<file path="src/verilog/mdm_pkg.sv">
/*
 * shared constants and types of the management serial link master:
 * register offsets, field positions, reset values, frame layout, states.
 * assumes a single 100 MHz clock domain and 12-bit register addresses.
 */
package mdm_pkg;

   // ==========================================================
   // register offsets
   localparam logic [11:0] OFS_LINK_SETUP       = 12'h500;
   localparam logic [11:0] OFS_TRANSFER_CONTROL = 12'h504;
   localparam logic [11:0] OFS_WRITE_PAYLOAD    = 12'h508;
   localparam logic [11:0] OFS_READ_RESULT      = 12'h50c;
   localparam logic [11:0] OFS_IRQ_RAW_STATUS   = 12'h600;
   localparam logic [11:0] OFS_IRQ_PENDING      = 12'h610;
   localparam logic [11:0] OFS_IRQ_ENABLE       = 12'h620;
   localparam logic [11:0] OFS_IRQ_CLEAR        = 12'h630;

   // ==========================================================
   // field positions
   localparam int BIT_LINK_EN   = 6;
   localparam int DIV_HI        = 5;
   localparam int PHY_HI        = 28;
   localparam int PHY_LO        = 24;
   localparam int REGA_HI       = 20;
   localparam int REGA_LO       = 16;
   localparam int OP_HI         = 15;
   localparam int OP_LO         = 14;
   localparam int BIT_START     = 11;
   localparam int BIT_READY     = 7;
   localparam int BIT_RD_READY  = 16;
   localparam int BIT_XFER_DONE = 0;

   // ==========================================================
   // reset values
   localparam logic [5:0]  RST_DIVISOR = 6'h00;
   localparam logic [4:0]  RST_ADDR5   = 5'h00;
   localparam logic [1:0]  RST_OPCODE  = 2'h0;
   localparam logic [15:0] RST_DATA16  = 16'h0000;
   localparam logic [31:0] RST_WORD    = 32'h0000_0000;

   // ==========================================================
   // frame layout
   localparam logic [1:0]  OP_WRITE     = 2'b01;
   localparam logic [1:0]  OP_READ      = 2'b10;
   localparam logic [31:0] FRM_PREAMBLE = 32'hffff_ffff;
   localparam logic [1:0]  FRM_START    = 2'b01;
   localparam logic [1:0]  FRM_TA_WRITE = 2'b10;
   localparam logic [5:0]  CNT_TA_FIRST = 6'h2e;
   localparam logic [5:0]  CNT_RD_FIRST = 6'h30;
   localparam logic [5:0]  CNT_LAST     = 6'h3f;
   localparam logic [5:0]  CNT_ZERO     = 6'h00;

   // ==========================================================
   // types
   typedef enum logic [2:0] {
      ST_IDLE  = 3'b001,
      ST_LEAD  = 3'b010,
      ST_SHIFT = 3'b100
   } mdm_fsm_t;

   typedef struct packed {
      logic        we;
      logic [11:0] addr;
      logic [31:0] wdata;
   } mdm_reg_req_t;

endpackage

</file>
<file path="src/verilog/mdm_sync.sv">
/*
 * two-flop synchroniser for the serial data pin.
 * assumes the pin level is asynchronous to clk.
 */
`timescale 1ns/1ns
module mdm_sync (
   input  wire logic clk,
   input  wire logic reset_n,
   input  wire logic async_in,
   output logic      sync_out
);
   typedef struct packed {
      logic s1;
      logic s2;
   } mdm_sync_state_t;

   mdm_sync_state_t s_r;
   mdm_sync_state_t s_nxt;

   always_comb begin
      s_nxt    = s_r;
      s_nxt.s1 = async_in;
      s_nxt.s2 = s_r.s1;
   end

   always_ff @(posedge clk or negedge reset_n) begin
      if (!reset_n) begin
         s_r <= '0;
      end else begin
         s_r <= s_nxt;
      end
   end

   assign sync_out = s_r.s2;
endmodule

</file>
<file path="src/verilog/mdm_clkdiv.sv">
/*
 * management clock divider: mdc period is 2*(divisor+1) clk cycles.
 * assumes run is from clk logic; mdc rests low while run is low.
 */
`timescale 1ns/1ns
module mdm_clkdiv (
   input  wire logic       clk,
   input  wire logic       reset_n,
   input  wire logic       run,
   input  wire logic [5:0] divisor,
   output logic            mdc,
   output logic            rise_tick,
   output logic            fall_tick
);
   typedef struct packed {
      logic [5:0] cnt;
      logic       mdc;
      logic       rise;
      logic       fall;
   } mdm_div_state_t;

   mdm_div_state_t s_r;
   mdm_div_state_t s_nxt;

   always_comb begin
      s_nxt      = s_r;
      s_nxt.rise = 1'b0;
      s_nxt.fall = 1'b0;
      if (!run) begin
         s_nxt.cnt = mdm_pkg::CNT_ZERO;
         s_nxt.mdc = 1'b0;
      end else if (s_r.cnt >= divisor) begin
         s_nxt.cnt  = mdm_pkg::CNT_ZERO;
         s_nxt.mdc  = ~s_r.mdc;
         s_nxt.rise = ~s_r.mdc;
         s_nxt.fall = s_r.mdc;
      end else begin
         s_nxt.cnt = s_r.cnt + 6'h01;
      end
   end

   always_ff @(posedge clk or negedge reset_n) begin
      if (!reset_n) begin
         s_r <= '0;
      end else begin
         s_r <= s_nxt;
      end
   end

   assign mdc       = s_r.mdc;
   assign rise_tick = s_r.rise;
   assign fall_tick = s_r.fall;
endmodule

</file>
<file path="src/verilog/mdm_top.sv">
/*
 * register-mapped master for the management serial link with a
 * transfer-complete interrupt controller.
 * assumes a register port on clk where each request is one-cycle valid,
 * and external phy devices on the mdc/mdio pins.
 */
//
// Behaviour
// RQ1 - link reached only through mapped registers
// RQ2 - link active only while enable bit set
// RQ3 - enable write ignored unless divisor nonzero
// RQ4 - phy address from control bits 28:24
// RQ5 - register address from control bits 20:16
// RQ6 - opcode 01 writes, 10 reads
// RQ7 - start bit 11 begins a transfer
// RQ8 - ready bit 7 shows enabled and idle
// RQ9 - write payload bits 15:0 sent
// RQ10 - ready mirrored into read result bit 16
// RQ11 - read result in bits 15:0
// RQ12 - raw status register at 0x600
// RQ13 - pending is status and enable
// RQ14 - enable register at 0x620
// RQ15 - writing one to 0x630 clears
// RQ16 - bit 0 is transfer complete
// RQ17 - status sets with ready returning high
// RQ18 - clause 22 frame, divided clock
`timescale 1ns/1ns
module mdm_top (
   input  wire logic                  clk,
   input  wire logic                  reset_n,
   input  wire logic                  reg_req_valid,
   input  wire mdm_pkg::mdm_reg_req_t reg_req,
   output logic                       reg_ack,
   output logic [31:0]                reg_rdata,
   output logic                       mdc,
   input  wire logic                  mdio_in,
   output logic                       mdio_out,
   output logic                       mdio_oe,
   output logic                       irq
);

   // ==========================================================
   // state
   typedef struct packed {
      logic [5:0]        divisor;
      logic              link_en;
      logic [4:0]        target_phy_addr;
      logic [4:0]        target_reg_addr;
      logic [1:0]        transfer_opcode;
      logic [15:0]       write_payload;
      logic [15:0]       read_result;
      logic              ready;
      logic              irq_raw_status;
      logic              irq_enable_bits;
      logic              irq;
      mdm_pkg::mdm_fsm_t fsm;
      logic [5:0]        bit_cnt;
      logic [63:0]       frame;
      logic              is_read;
      logic              mdio_out;
      logic              mdio_oe;
      logic              ack;
      logic [31:0]       rdata;
   } mdm_top_state_t;

   mdm_top_state_t s_r;
   mdm_top_state_t s_nxt;

   logic mdio_sync;
   logic rise_tick;
   logic fall_tick;
   logic wr_setup;
   logic wr_ctrl;
   logic wr_payload;
   logic wr_ien;
   logic wr_clear;
   logic start_req;
   logic xfer_done;
   logic [5:0] new_div;

   // ==========================================================
   // helpers
   function automatic logic addr_hit(
      input logic [11:0] addr,
      input logic [11:0] ofs
   );
      addr_hit = (addr == ofs);
   endfunction

   // preamble, start, opcode, phy, register, turnaround, data
   function automatic logic [63:0] build_frame(
      input logic [1:0]  op,
      input logic [4:0]  phy,
      input logic [4:0]  rega,
      input logic [15:0] data
   );
      logic [1:0] ta;
      ta = (op == mdm_pkg::OP_READ) ? 2'b11 : mdm_pkg::FRM_TA_WRITE;
      build_frame = {mdm_pkg::FRM_PREAMBLE, mdm_pkg::FRM_START, op, phy, rega, ta, data};
   endfunction

   // ==========================================================
   // submodules
   mdm_sync u_sync (
      .clk      (clk),
      .reset_n  (reset_n),
      .async_in (mdio_in),
      .sync_out (mdio_sync)
   );

   // divider only runs while the link is enabled, so mdc rests low
   mdm_clkdiv u_div (
      .clk       (clk),
      .reset_n   (reset_n),
      .run       (s_r.link_en), // RQ2 RQ18
      .divisor   (s_r.divisor),
      .mdc       (mdc),
      .rise_tick (rise_tick),
      .fall_tick (fall_tick)
   );

   // ==========================================================
   // register decode
   always_comb begin
      wr_setup   = 1'b0;
      wr_ctrl    = 1'b0;
      wr_payload = 1'b0;
      wr_ien     = 1'b0;
      wr_clear   = 1'b0;
      if (reg_req_valid && reg_req.we) begin
         if (addr_hit(reg_req.addr, mdm_pkg::OFS_LINK_SETUP)) begin // RQ1
            wr_setup = 1'b1;
         end else if (addr_hit(reg_req.addr, mdm_pkg::OFS_TRANSFER_CONTROL)) begin
            wr_ctrl = 1'b1;
         end else if (addr_hit(reg_req.addr, mdm_pkg::OFS_WRITE_PAYLOAD)) begin
            wr_payload = 1'b1;
         end else if (addr_hit(reg_req.addr, mdm_pkg::OFS_IRQ_ENABLE)) begin
            wr_ien = 1'b1;
         end else if (addr_hit(reg_req.addr, mdm_pkg::OFS_IRQ_CLEAR)) begin
            wr_clear = 1'b1;
         end
      end
   end

   assign new_div = reg_req.wdata[mdm_pkg::DIV_HI:0];

   // start taken only when ready and the opcode names a transfer
   assign start_req = wr_ctrl
                    && reg_req.wdata[mdm_pkg::BIT_START] // RQ7
                    && s_r.ready
                    && ((reg_req.wdata[mdm_pkg::OP_HI:mdm_pkg::OP_LO] == mdm_pkg::OP_WRITE)
                     || (reg_req.wdata[mdm_pkg::OP_HI:mdm_pkg::OP_LO] == mdm_pkg::OP_READ));

   // the last bit is sampled on the final rising edge
   assign xfer_done = (s_r.fsm == mdm_pkg::ST_SHIFT) && rise_tick
                    && (s_r.bit_cnt == mdm_pkg::CNT_LAST);

   // ==========================================================
   // next state
   always_comb begin
      s_nxt     = s_r;
      s_nxt.ack = 1'b0;

      // setup word
      if (wr_setup) begin
         s_nxt.divisor = new_div;
         // divisor is written in the same access, so its new value counts
         if (new_div != mdm_pkg::RST_DIVISOR) begin
            s_nxt.link_en = reg_req.wdata[mdm_pkg::BIT_LINK_EN]; // RQ3
         end
      end

      // control word fields
      if (wr_ctrl) begin
         s_nxt.target_phy_addr = reg_req.wdata[mdm_pkg::PHY_HI:mdm_pkg::PHY_LO]; // RQ4
         s_nxt.target_reg_addr = reg_req.wdata[mdm_pkg::REGA_HI:mdm_pkg::REGA_LO]; // RQ5
         s_nxt.transfer_opcode = reg_req.wdata[mdm_pkg::OP_HI:mdm_pkg::OP_LO]; // RQ6
      end

      if (wr_payload) begin
         s_nxt.write_payload = reg_req.wdata[15:0]; // RQ9
      end

      if (wr_ien) begin
         s_nxt.irq_enable_bits = reg_req.wdata[mdm_pkg::BIT_XFER_DONE]; // RQ14
      end

      // ------------------------------------------------------
      // frame engine
      case (s_r.fsm)
         mdm_pkg::ST_IDLE: begin
            s_nxt.mdio_oe = 1'b0;
            if (start_req) begin
               s_nxt.frame = build_frame(
                  reg_req.wdata[mdm_pkg::OP_HI:mdm_pkg::OP_LO], // RQ6
                  reg_req.wdata[mdm_pkg::PHY_HI:mdm_pkg::PHY_LO],
                  reg_req.wdata[mdm_pkg::REGA_HI:mdm_pkg::REGA_LO],
                  s_r.write_payload); // RQ9 RQ18
               s_nxt.is_read  = (reg_req.wdata[mdm_pkg::OP_HI:mdm_pkg::OP_LO]
                                 == mdm_pkg::OP_READ);
               s_nxt.bit_cnt  = mdm_pkg::CNT_ZERO;
               s_nxt.mdio_out = 1'b1;
               s_nxt.mdio_oe  = 1'b1;
               s_nxt.fsm      = mdm_pkg::ST_LEAD;
            end
         end
         mdm_pkg::ST_LEAD: begin
            // mdc may be high at start; wait for a rising edge first
            if (rise_tick) begin
               s_nxt.fsm = mdm_pkg::ST_SHIFT;
            end
         end
         mdm_pkg::ST_SHIFT: begin
            if (rise_tick) begin
               if (s_r.is_read && (s_r.bit_cnt >= mdm_pkg::CNT_RD_FIRST)) begin
                  s_nxt.read_result = {s_r.read_result[14:0], mdio_sync}; // RQ11
               end
               if (xfer_done) begin
                  s_nxt.fsm     = mdm_pkg::ST_IDLE;
                  s_nxt.mdio_oe = 1'b0;
               end
            end else if (fall_tick) begin
               s_nxt.bit_cnt  = s_r.bit_cnt + 6'h01;
               s_nxt.frame    = {s_r.frame[62:0], 1'b0};
               s_nxt.mdio_out = s_r.frame[62];
               // release the line from the turnaround of a read
               s_nxt.mdio_oe  = !(s_r.is_read
                                  && ((s_r.bit_cnt + 6'h01) >= mdm_pkg::CNT_TA_FIRST));
            end
         end
         default: begin
            s_nxt.fsm     = mdm_pkg::ST_IDLE;
            s_nxt.mdio_oe = 1'b0;
         end
      endcase

      // disabling mid-frame abandons it without a completion event
      if (!s_nxt.link_en) begin
         s_nxt.fsm      = mdm_pkg::ST_IDLE; // RQ2
         s_nxt.mdio_oe  = 1'b0;
         s_nxt.mdio_out = 1'b0;
      end

      s_nxt.ready = s_nxt.link_en && (s_nxt.fsm == mdm_pkg::ST_IDLE); // RQ8

      // ------------------------------------------------------
      // interrupt controller, set wins over clear
      if (wr_clear && reg_req.wdata[mdm_pkg::BIT_XFER_DONE]) begin
         s_nxt.irq_raw_status = 1'b0; // RQ15
      end
      if (xfer_done && s_nxt.link_en) begin
         s_nxt.irq_raw_status = 1'b1; // RQ12 RQ16 RQ17
      end
      s_nxt.irq = s_nxt.irq_raw_status && s_nxt.irq_enable_bits; // RQ13

      // ------------------------------------------------------
      // read path, one cycle after the request
      if (reg_req_valid) begin
         s_nxt.ack   = 1'b1;
         s_nxt.rdata = mdm_pkg::RST_WORD;
         if (!reg_req.we) begin
            if (addr_hit(reg_req.addr, mdm_pkg::OFS_LINK_SETUP)) begin
               s_nxt.rdata[mdm_pkg::BIT_LINK_EN] = s_r.link_en;
               s_nxt.rdata[mdm_pkg::DIV_HI:0]    = s_r.divisor;
            end else if (addr_hit(reg_req.addr, mdm_pkg::OFS_TRANSFER_CONTROL)) begin
               s_nxt.rdata[mdm_pkg::PHY_HI:mdm_pkg::PHY_LO]   = s_r.target_phy_addr;
               s_nxt.rdata[mdm_pkg::REGA_HI:mdm_pkg::REGA_LO] = s_r.target_reg_addr;
               s_nxt.rdata[mdm_pkg::OP_HI:mdm_pkg::OP_LO]     = s_r.transfer_opcode;
               s_nxt.rdata[mdm_pkg::BIT_READY]                = s_r.ready; // RQ8
            end else if (addr_hit(reg_req.addr, mdm_pkg::OFS_WRITE_PAYLOAD)) begin
               s_nxt.rdata[15:0] = s_r.write_payload;
            end else if (addr_hit(reg_req.addr, mdm_pkg::OFS_READ_RESULT)) begin
               s_nxt.rdata[mdm_pkg::BIT_RD_READY] = s_r.ready; // RQ10
               s_nxt.rdata[15:0]                  = s_r.read_result; // RQ11
            end else if (addr_hit(reg_req.addr, mdm_pkg::OFS_IRQ_RAW_STATUS)) begin
               s_nxt.rdata[mdm_pkg::BIT_XFER_DONE] = s_r.irq_raw_status; // RQ12
            end else if (addr_hit(reg_req.addr, mdm_pkg::OFS_IRQ_PENDING)) begin
               s_nxt.rdata[mdm_pkg::BIT_XFER_DONE] = s_r.irq; // RQ13
            end else if (addr_hit(reg_req.addr, mdm_pkg::OFS_IRQ_ENABLE)) begin
               s_nxt.rdata[mdm_pkg::BIT_XFER_DONE] = s_r.irq_enable_bits;
            end
         end
      end
   end

   // ==========================================================
   // registers
   always_ff @(posedge clk or negedge reset_n) begin
      if (!reset_n) begin
         s_r.divisor         <= mdm_pkg::RST_DIVISOR;
         s_r.link_en         <= 1'b0;
         s_r.target_phy_addr <= mdm_pkg::RST_ADDR5;
         s_r.target_reg_addr <= mdm_pkg::RST_ADDR5;
         s_r.transfer_opcode <= mdm_pkg::RST_OPCODE;
         s_r.write_payload   <= mdm_pkg::RST_DATA16;
         s_r.read_result     <= mdm_pkg::RST_DATA16;
         s_r.ready           <= 1'b0;
         s_r.irq_raw_status  <= 1'b0;
         s_r.irq_enable_bits <= 1'b0;
         s_r.irq             <= 1'b0;
         s_r.fsm             <= mdm_pkg::ST_IDLE;
         s_r.bit_cnt         <= mdm_pkg::CNT_ZERO;
         s_r.frame           <= '0;
         s_r.is_read         <= 1'b0;
         s_r.mdio_out        <= 1'b0;
         s_r.mdio_oe         <= 1'b0;
         s_r.ack             <= 1'b0;
         s_r.rdata           <= mdm_pkg::RST_WORD;
      end else begin
         s_r <= s_nxt;
      end
   end

   // ==========================================================
   // outputs
   assign reg_ack   = s_r.ack;
   assign reg_rdata = s_r.rdata;
   assign mdio_out  = s_r.mdio_out;
   assign mdio_oe   = s_r.mdio_oe;
   assign irq       = s_r.irq;

endmodule

</file>
<file path="config.mk">
export PLATFORM = sky130hd
export DESIGN_NAME = mdm_top
export DESIGN_NICKNAME = d
export VERILOG_FILES = /design/src/verilog/mdm_pkg.sv /design/src/verilog/mdm_sync.sv /design/src/verilog/mdm_clkdiv.sv /design/src/verilog/mdm_top.sv
export SDC_FILE = /design/constraint.sdc
export NUM_CORES = 1
export LEC_CHECK = 0
export ABC_AREA = 1
export BUFFER_PORTS_ARGS = -buffer_cell sky130_fd_sc_hd__buf_2
export CORE_ASPECT_RATIO = 1.5
export CORE_MARGIN = 2
export CORE_UTILIZATION = 35
export DETAILED_ROUTE_END_ITERATION = 6
export PLACE_DENSITY = 0.56
export SLEW_MARGIN = 40
export SYNTH_ARGS = -nofsm -noshare
export SYNTH_HDL_FRONTEND = slang
export SYNTH_SLANG_ARGS = --single-unit
export TNS_END_PERCENT = 30
</file>
<file path="constraint.sdc">
create_clock -name clk -period 3.27 [get_ports clk]
set_input_delay 0.1635 -clock clk [delete_from_list [all_inputs] [get_ports clk]]
set_output_delay 0.1635 -clock clk [all_outputs]
set_load 0.01 [all_outputs]
</file>
Yosys cells after proc, flatten, opt, wreduce, memory -nomap -nowiden
Cells that the tools add are included.

storage, ports and cells
  register bits after elaboration = 168
  output and inout bits = 37
  word-level logic and storage cells = 143

cells by class
  bitwise operators = 1
  reduce and logical (&&, ||, !) cells = 21
  muxes and demuxes = 65
  $add $sub $neg = 2
  order comparisons = 3
  equality and inequality tests = 26

operators by type and width
  cell                                                      number
  2-to-1 mux 70 bit                                         2
  one-hot mux 70 bit (2 select lines)                       1
  == test 12 x 11 -> 1 bit, second input constant           8
  2-to-1 mux 76 bit                                         1
  2-to-1 mux 1 bit                                          35
  2-to-1 mux 33 bit                                         1
  2-to-1 mux 16 bit                                         2
  2-to-1 mux 21 bit                                         1
  2-to-1 mux 7 bit                                          3
  2-to-1 mux 3 bit                                          6
  2-to-1 mux 5 bit                                          3
  2-to-1 mux 14 bit                                         1
  adder 6 x 1 -> 6 bit, second input constant               2
  greater-or-equal comparator 6 bit, second input constant  2
  logical AND 1 bit                                         12
  2-to-1 mux 6 bit                                          2
  one-hot mux 3 bit (3 select lines)                        1
  AND reduction 4 bit                                       2
  == test 3 x 1 -> 1 bit, second input constant             2
  == test 6 bit, second input constant                      1
  greater-or-equal comparator 6 bit                         1
  2-to-1 mux 2 bit                                          3
  inequality test 2 bit, second input constant              3
  inequality test 3 bit, second input constant              2
  19 further kinds                                          21

Depth between registers and ports, before layout
Gate-level depths: netlist of run 1.

  depth after elaboration = 12
  depth in mapped cells = 14
  gate-level depth less buffers = 13

Modules after synthesis
A second synthesis of run 1 with hierarchy kept.

second synthesis, totals
  cells, all modules = 1061
  area, all modules = 8415.6 um2

by module, submodules not included
  module      instances  seq. area each (um2)  area an instance (um2)  cells an instance
  mdm_top     1          3930.0                7813.7                  993
  mdm_clkdiv  1          225.2                 551.8                   66
  mdm_sync    1          50.0                  50.0                    2

Worst setup path after synthesis of run 1
Ideal clock, no wire load.

  path type = register to register
  start = reg s_r[106] in the netlist's numbering
  end = reg s_r[45] in the netlist's numbering
  slack = 1.536 ns
  library setup time = 0.116 ns
  period minus slack after synthesis = 1.734 ns
  data arrival time = 1.617 ns
  buffers on the path = 2
  stages on the path, launching flop included = 10
  cell sequence = dfstp_2 -> inv_1 -> nor3_2 -> inv_1 -> a21oi_1 -> nand2_4 -> buf_6 -> buf_2 -> nand2_1 -> nand2_1

between the ends
  cells in the longest elaborated chain, start to end = 3
  elaborated cells between the ends (all ways) = 8
  those cells by class = eq/ne (5); mux (1); reduce/logical (2)

RTL lines
  element                                                         RTL line        source
  from (decl)                                                     mdm_top.sv:66   mdm_top_state_t s_r;
  from (signal assigned)                                          mdm_top.sv:310  s_r <= s_nxt;
  == test 3 bit / == test 3 x 1 -> 1 bit (equally long branches)  mdm_top.sv:190  case (s_r.fsm)
  inequality test 2 bit (no line), or another cell as far along   n/a
  AND reduction 4 bit (no line)                                   n/a

Several ways; a longest one is shown, not always the timed one.
A chain may end at the register's enable or synchronous reset.

Worst setup path in the final report of run 1
  start = reg s_r[107] in the netlist's numbering
  end = reg s_r[101] in the netlist's numbering

Same word-level chain as after synthesis.

==> results of run 1 <==
[worst max-delay path by stage]
stage | from | end | slack (ps)
after global placement | reg_req[14] | mdio_out | 610
after global routing | s_r[107] | s_r[101] | 380
final | s_r[107] | s_r[101] | 650
after CTS | s_r[107] | s_r[101] | 630
after floorplan | s_r[106] | s_r[45] | 1540
after detailed placement | reg_req[14] | mdio_out | 610
[worst max-delay path: cells and delay by family (launching register included)]
kind                   cells  cell delay (ps)
buffers and inverters      2              730
AND/OR/NAND/NOR            2              570
flip-flops                 1              430
AO/OA/AOI/OAI              3              720
[through the flow]
stage	cell area, um2	std cells	util
2_1_floorplan	8140	984	-
3_3_place_gp	8500	1274	0.371
5_1_grt	9250	1318	0.404
3_5_place_dp	8500	1274	0.371
4_1_cts	9240	1318	0.404
6_report	9250	1318	0.404
[power by group through the flow]
stage	combinational [W]	sequential (W)	clock (W)
2_1_floorplan	0.0000427	0.00212	0
6_report	0.000143	0.00208	0.00214
3_3_place_gp	0.000136	0.00212	0
5_1_grt	0.000164	0.00208	0.00226
3_5_place_dp	0.000137	0.00212	0
4_1_cts	0.000148	0.00208	0.00217
[layout by cell type, fill, tap and decap left out, types with 3 or more instances in the layout]
master,n
nand2_1,289
dfrtp_1,167
o21ai_0,159
inv_1,115
buf_2,72
nor2_1,48
nand3_1,20
clkbuf_16,17
a21oi_1,12
dlygate4sd3_1,12
buf_4,12
nand4_1,11
mux2_2,11
ha_1,10
a32o_1,9
a22o_1,6
conb_1,6
inv_2,5
nor3_1,5
xor2_1,4
o21ai_1,4
nand3_2,3
nand2_4,3
clkinv_4,3
clkbuf_8,3
bufinv_16,3
[metal layers]
metal	up-vias	wire, um	global-route usage
li1	3165	-	-
met1	3048	7910	0.186
met2	116	9890	0.291
met3	44	620	0.0342
met4	0	803	0.0909
met5	-	0	0
[synthesized netlist by cell type]
master / n / area share
a21boi_0: 1 / 0.00092
a21oi_1: 12 / 0.0074
a22o_1: 6 / 0.0065
a31oi_1: 1 / 0.00077
a32o_1: 9 / 0.011
buf_2: 11 / 0.0068
buf_4: 32 / 0.030
buf_6: 6 / 0.0083
clkbuf_1: 26 / 0.012
clkinv_4: 1 / 0.0011
conb_1: 1 / 0.00046
dfrtp_1: 167 / 0.51
dfstp_2: 1 / 0.0032
ha_1: 10 / 0.015
inv_1: 115 / 0.053
inv_2: 5 / 0.0023
mux2_2: 11 / 0.015
nand2_1: 289 / 0.13
nand2_2: 2 / 0.0015
nand2_4: 3 / 0.0042
nand3_1: 20 / 0.012
nand3_2: 3 / 0.0037
nand4_1: 11 / 0.0085
nor2_1: 48 / 0.022
nor2_2: 2 / 0.0015
nor2_4: 2 / 0.0028
nor3_1: 5 / 0.0031
nor3_2: 3 / 0.0037
nor3_4: 1 / 0.0020
nor3b_1: 2 / 0.0018
o211ai_1: 2 / 0.0018
o21a_1: 1 / 0.00092
o21ai_0: 159 / 0.098
o21ai_1: 4 / 0.0025
o221ai_1: 1 / 0.0011
o31ai_1: 1 / 0.00092
xnor2_1: 1 / 0.0011
xor2_1: 4 / 0.0043
[flip-flops by register name (all words and copies together) (netlist names)]
signal / cells
mdio_oe: 1
u_div.mdc: 1
mdio_out: 1
irq: 1
u_div.fall_tick: 1
reg_ack: 1
u_div.rise_tick: 1
u_sync.sync_out: 1
u_div.s_r: 6
s_r: 127
u_sync.s_nxt: 1
reg_rdata: 26
[cell families (layout without fill, tap and decap cells)]
| kind of cell | Yosys count | count (layout) | share of synthesized area |
|---|---|---|---|
| and+or+nand+nor | 391 | 391 | 0.201 |
| AOI/OAI and AO/OA | 197 | 197 | 0.132 |
| buffers and inverters | 196 | 250 | 0.113 |
| DFF | 168 | 168 | 0.518 |
| muxes | 11 | 11 | 0.0152 |
| adders and majority gates | 10 | 10 | 0.0154 |
| xor gates and xnor gates | 5 | 5 | 0.00539 |
| other | 1 | 6 | 0.000462 |
[area by class of cell]
| cell class | count | area [um2] | share of cell area |
|---|---|---|---|
| well taps | 280 | 350 | 0.0379 |
| clock buffers | 20 | 457 | 0.0494 |
| multi-input cells | 620 | 3020 | 0.327 |
| inverters | 121 | 459 | 0.0497 |
| repair buffers | 97 | 584 | 0.0632 |
| flip-flops and latches | 168 | 4210 | 0.455 |
| clock inverters | 12 | 165 | 0.0179 |
==> results.txt, run 1 <==
outcome - completed
P_int - 0.00338 W
drt first pass iters - 5
critical-path cell list - nor3_4, inv_1, a21oi_1, a21oi_1, nand2_4, clkinv_4, o21ai_0
R2R Setup Slk - 650 ps
vias per cell - 4.84
setup ws final - 651 ps
Synthesis Warnings - 0
area delta synth->final - 13.8%
clk_skew - 7.13 ps
Hold Path Class - primary input to flop
via count - 6373
R2R Path Start - s_r[107]
Max stage delay cell, worst path - clkinv_4
Starting DRT DRC Count - 378
Yosys reg bits - 168
CP most frequent cell - a21oi_1
Slew HR - 0.531
Crit path required time - 3600 ps
part of the Yosys area used for sequential elements - 0.518
antenna-violating nets left - 0
clock sink count - 168
Worst-Margin Slew - 704 ps
dpl hpwl - 13400 um
Avg Cell Area, Syn - 8.30 um2
CTS tree - done
Setup Buffers After CTS - 0
Detailed Route WL - 19200 um
CTS root buffer - clkbuf_16
hold buffer count at cts - 12
final slew viol count - 0
number of nets in the final layout - 1084
CTS Buf Count - 17
number of diodes - 0
Die ar. - 24500 um2
# H-tree levels - 4
Pleak - 4.88 nW
CP startpoint kind - flop
grt ovf - 0
Post-Syn Area - 8120 um2
max incr delay on CP - 570 ps
Clock Path Buffers - 2
initial antenna violation count - 0
CP Data Arrival Time - 2950 ps
pwr/cell area - 472 nW/um2
Ports - 86
unrepaired setup endpoints after global routing - false
row count - 68
post-route minimum period - 2620 ps
hold path cells - 3
fmax - 382 MHz
WHS - 3.89 ps
first-pass GRT wire length - 31500 um
post-CTS resize count - 0
CP Class - flop to flop
Worst-Skew Late Latency - 430 ps
Setup WS pre-CTS - 612 ps
share of cells above drive strength 1 - 0.145
part of the power in registers - 0.477
Final Hold Vio Count - 0
Gate Count Post-Synth - 979
Tot Pwr - 0.00437 W
largest net degree at the start of global routing - 99
power share of the combinational group - 0.033
Sum Neg Setup Slack - 0 ps
FF-to-FF End - s_r[101]
clock slew at reported path FFs - 70 ps
final setup violation count - 0
Die Wd - 128 um
Layout fillers - 2317
Clk network pwr share - 0.490
Worst setup EP type - flop
vias in the first global route - 6217
PortBufs - 73
Core Region - 22900 um2
Max IR drop VDD - 0.327 mV
Net Switching - 0.000985 W
Remaining DRCs - 0
Netlist cell types - 38
number of cells on the worst reg-to-reg path - 7
Worst Hold Endpoint - s_r[156]
GPL Wtd Cong - 0.833
crit path max fanout - 98
Max-Cap Viols - 0
Worst Min Path Start - reg_req[28]
fin crit share - 0.801
routed length per instance - 14.6 um
gr usage total - 0.166
Die Y - 191 um
switching part of the total - 0.226
initial core utilization - 0.355
No activity file was read; power rests on OpenSTA's default activity.
==> inputs of run 2 (changes only) <==
--- a/config.mk
+++ b/config.mk
@@ -5,13 +5,13 @@
 export SDC_FILE = /design/constraint.sdc
 export NUM_CORES = 1
 export LEC_CHECK = 0
-export ABC_AREA = 1
+export ABC_AREA = 0
 export BUFFER_PORTS_ARGS = -buffer_cell sky130_fd_sc_hd__buf_2
 export CORE_ASPECT_RATIO = 1.5
 export CORE_MARGIN = 2
 export CORE_UTILIZATION = 35
 export DETAILED_ROUTE_END_ITERATION = 6
-export PLACE_DENSITY = 0.56
+export PLACE_DENSITY = 0.58
 export SLEW_MARGIN = 40
 export SYNTH_ARGS = -nofsm -noshare
 export SYNTH_HDL_FRONTEND = slang
==> constraint.sdc (replaced) <==
create_clock -name clk -period 2.2 [get_ports clk]
set_input_delay 0.11 -clock clk [delete_from_list [all_inputs] [get_ports clk]]
set_output_delay 0.11 -clock clk [all_outputs]
set_load 0.01 [all_outputs]
==> run 2 against run 1 <==
Effect of this change: worst hold slack improved by 13 ps; sequential power increased by 49%; design area decreased by 0.41%; first-iteration DRC count decreased by 12%.
==> results.txt, run 2 <==
outcome - completed
PortBufs - 73
cell taking the most area after synthesis - dfrtp_1
Layout fillers - 2073
WHS - 16.7 ps
Top reg by flops - s_r
first-pass GRT wire length - 28600 um
fmax - 500 MHz
Max-Cap Viols - 0
clock slew at reported path FFs - 70 ps
antenna-violating nets left - 0
Remaining DRCs - 0
async set or reset register ratio after synthesis - 1.00
multi-input combinational cell area - 3050 um2
critical-path cell list - nand3b_1, or4b_1, o21ai_4, buf_4, buf_12, nor2_1, a21oi_1
Area contributors post-synth - dfrtp_1 54%, mux2_2 5.1%, nand2_1 4.1%
routed length per instance - 16.1 um
M1 WL - 7180 um
clock sink count - 168
vias in the first global route - 5630
Post-Syn Area - 7690 um2
Worst-Skew Late Latency - 440 ps
pwr/cell area - 684 nW/um2
area delta synth->final - 19.7%
met3 wire len - 527 um
vias per cell - 5.09
Setup Buffers After CTS - 0
Ports - 86
share of cells above drive strength 1 - 0.251
leading cell type in the layout, fill and taps excluded - dfrtp_1
most common cell in the netlist - dfrtp_1
Core Region - 21600 um2
top-area cell type share of the netlist area - 0.543
Hold Path Class - primary input to flop
# H-tree levels - 4
CP bufs+invs - 2
GPL Wtd Cong - 0.788
Sum Neg Setup Slack - 0 ps
number of diodes - 0
met2 wire len - 9250 um
CP Class - flop to flop
Clock Path Buffers - 2
Max stage delay cell, worst path - or4b_1
unrepaired setup endpoints after global routing - false
CTS Buf Count - 17
Largest register FFs - 127
crit path max fanout - 15
Die ar. - 23200 um2
commonest cells in the netlist - 167 x dfrtp_1, 85 x nand2_1, 56 x nor2_1, 44 x o21ai_0
number of synthesized flops with an enable pin - 0
Gate Count Post-Synth - 703
grt ovf - 0
highest-count cells in the layout ignoring fill and taps - 167 x dfrtp_1, 85 x nand2_1, 72 x buf_2
Sequential cell area - 4210 um2
Worst setup EP type - flop
Die Y - 186 um
part of the Yosys area used for sequential elements - 0.547
clk_skew - 7.29 ps
Yosys reg bits - 168
final setup violation count - 0
CTS root buffer - clkbuf_16
CP Data Arrival Time - 2360 ps
Netlist cell types - 65
CP startpoint kind - flop
via count - 5479
CP delay by family, top - simple AND/OR/NAND/NOR gates
Crit path required time - 2560 ps
Pleak - 4.17 nW
CTS tree - done
post-route minimum period - 2000 ps
number of nets in the final layout - 851
Tot Pwr - 0.00630 W
gr usage total - 0.156
fin crit share - 0.909
row count - 66
Detailed Route WL - 17400 um
largest net degree at the start of global routing - 49
Starting DRT DRC Count - 334
uppermost routed layer - met4
Die Wd - 125 um
Final Hold Vio Count - 0
initial core utilization - 0.356
Avg Cell Area, Syn - 10.9 um2
Top FF cell, synth - dfrtp_1
dpl hpwl - 12000 um
initial antenna violation count - 0
Max IR drop VDD - 0.573 mV
final slew viol count - 0
drt first pass iters - 4
Synthesis Warnings - 0
max incr delay on CP - 610 ps
==> run 2: changes by cell type after synthesis, moves of 16 or more <==
| cell | before | now |
|---|---|---|
| mux2_2 | 11 | 35 |
| a21oi_1 | 12 | 38 |
| o21ai_0 | 159 | 44 |
| mux2_1 | 0 | 16 |
| a22oi_1 | 0 | 38 |
| inv_1 | 115 | 14 |
| nand2_1 | 289 | 85 |
==> run 2: kinds of logic (layout without fill, tap and decap cells) <==
family / after synthesis / count (layout) / synth area share
AO/OA/AOI/OAI: 179 / 179 / 0.159
XOR/XNOR: 7 / 7 / 0.00797
adder cells (fa/ha/maj): 10 / 10 / 0.0163
buffers and inverters: 85 / 182 / 0.0621
flip-flops: 168 / 168 / 0.547
multiplexers: 55 / 55 / 0.0799
other: 1 / 6 / 0.000487
AND/OR/NAND/NOR: 198 / 198 / 0.127
==> run 2: final timing paths <==
kind,start,end,slack [ps],cells after the start
min in group asynchronous,reset_n,s_r[158],170,2
max,s_r[112],s_r[48],200,7
min,reg_req[0],s_r[158],20,2
min reg2reg,u_sync.s_nxt[0],u_sync.sync_out,350,0
max reg2reg,s_r[112],s_r[48],200,7
max in group asynchronous,reset_n,s_r[49],1210,4
==> run 2: area by class of cell <==
type                    count  area share
well taps                 272      0.0370
inverters                  16     0.00652
repair buffers            134       0.104
multi-input cells         455       0.332
clock buffers              23      0.0541
clock inverters             9     0.00965
flip-flops and latches    168       0.457
==> run 2: per-stage QoR <==
stage          area [um2]  setup WS, ps  instances   util
2_1_floorplan        7710           308        708      -
3_3_place_gp         8340          81.4       1017  0.385
3_5_place_dp         8340          46.3       1017  0.385
4_1_cts              9210           182       1077  0.426
5_1_grt              9210          33.3       1077  0.426
6_report             9210           200       1077  0.426
==> run 2: per-layer routing <==
layer / track usage / vias up
met5: 0 / -
met4: 0.0578 / 0
met3: 0.0356 / 23
met2: 0.283 / 78
met1: 0.180 / 2755
li1: - / 2623
==> run 2: what timing repair did <==
item                      CTS  global route
hold buffers               28             0
resized for setup           0             0
hold endpoints to repair   79             0
==> run 2: power by group <==
group	switching (W)	total, W	leakage [nW]	internal, W
sequential	0.00000215	0.00310	2.14	0.00309
combinational	0.000146	0.000236	1.74	0.0000909
clock	0.00125	0.00296	0.282	0.00171
total	0.00140	0.00630	4.17	0.00490
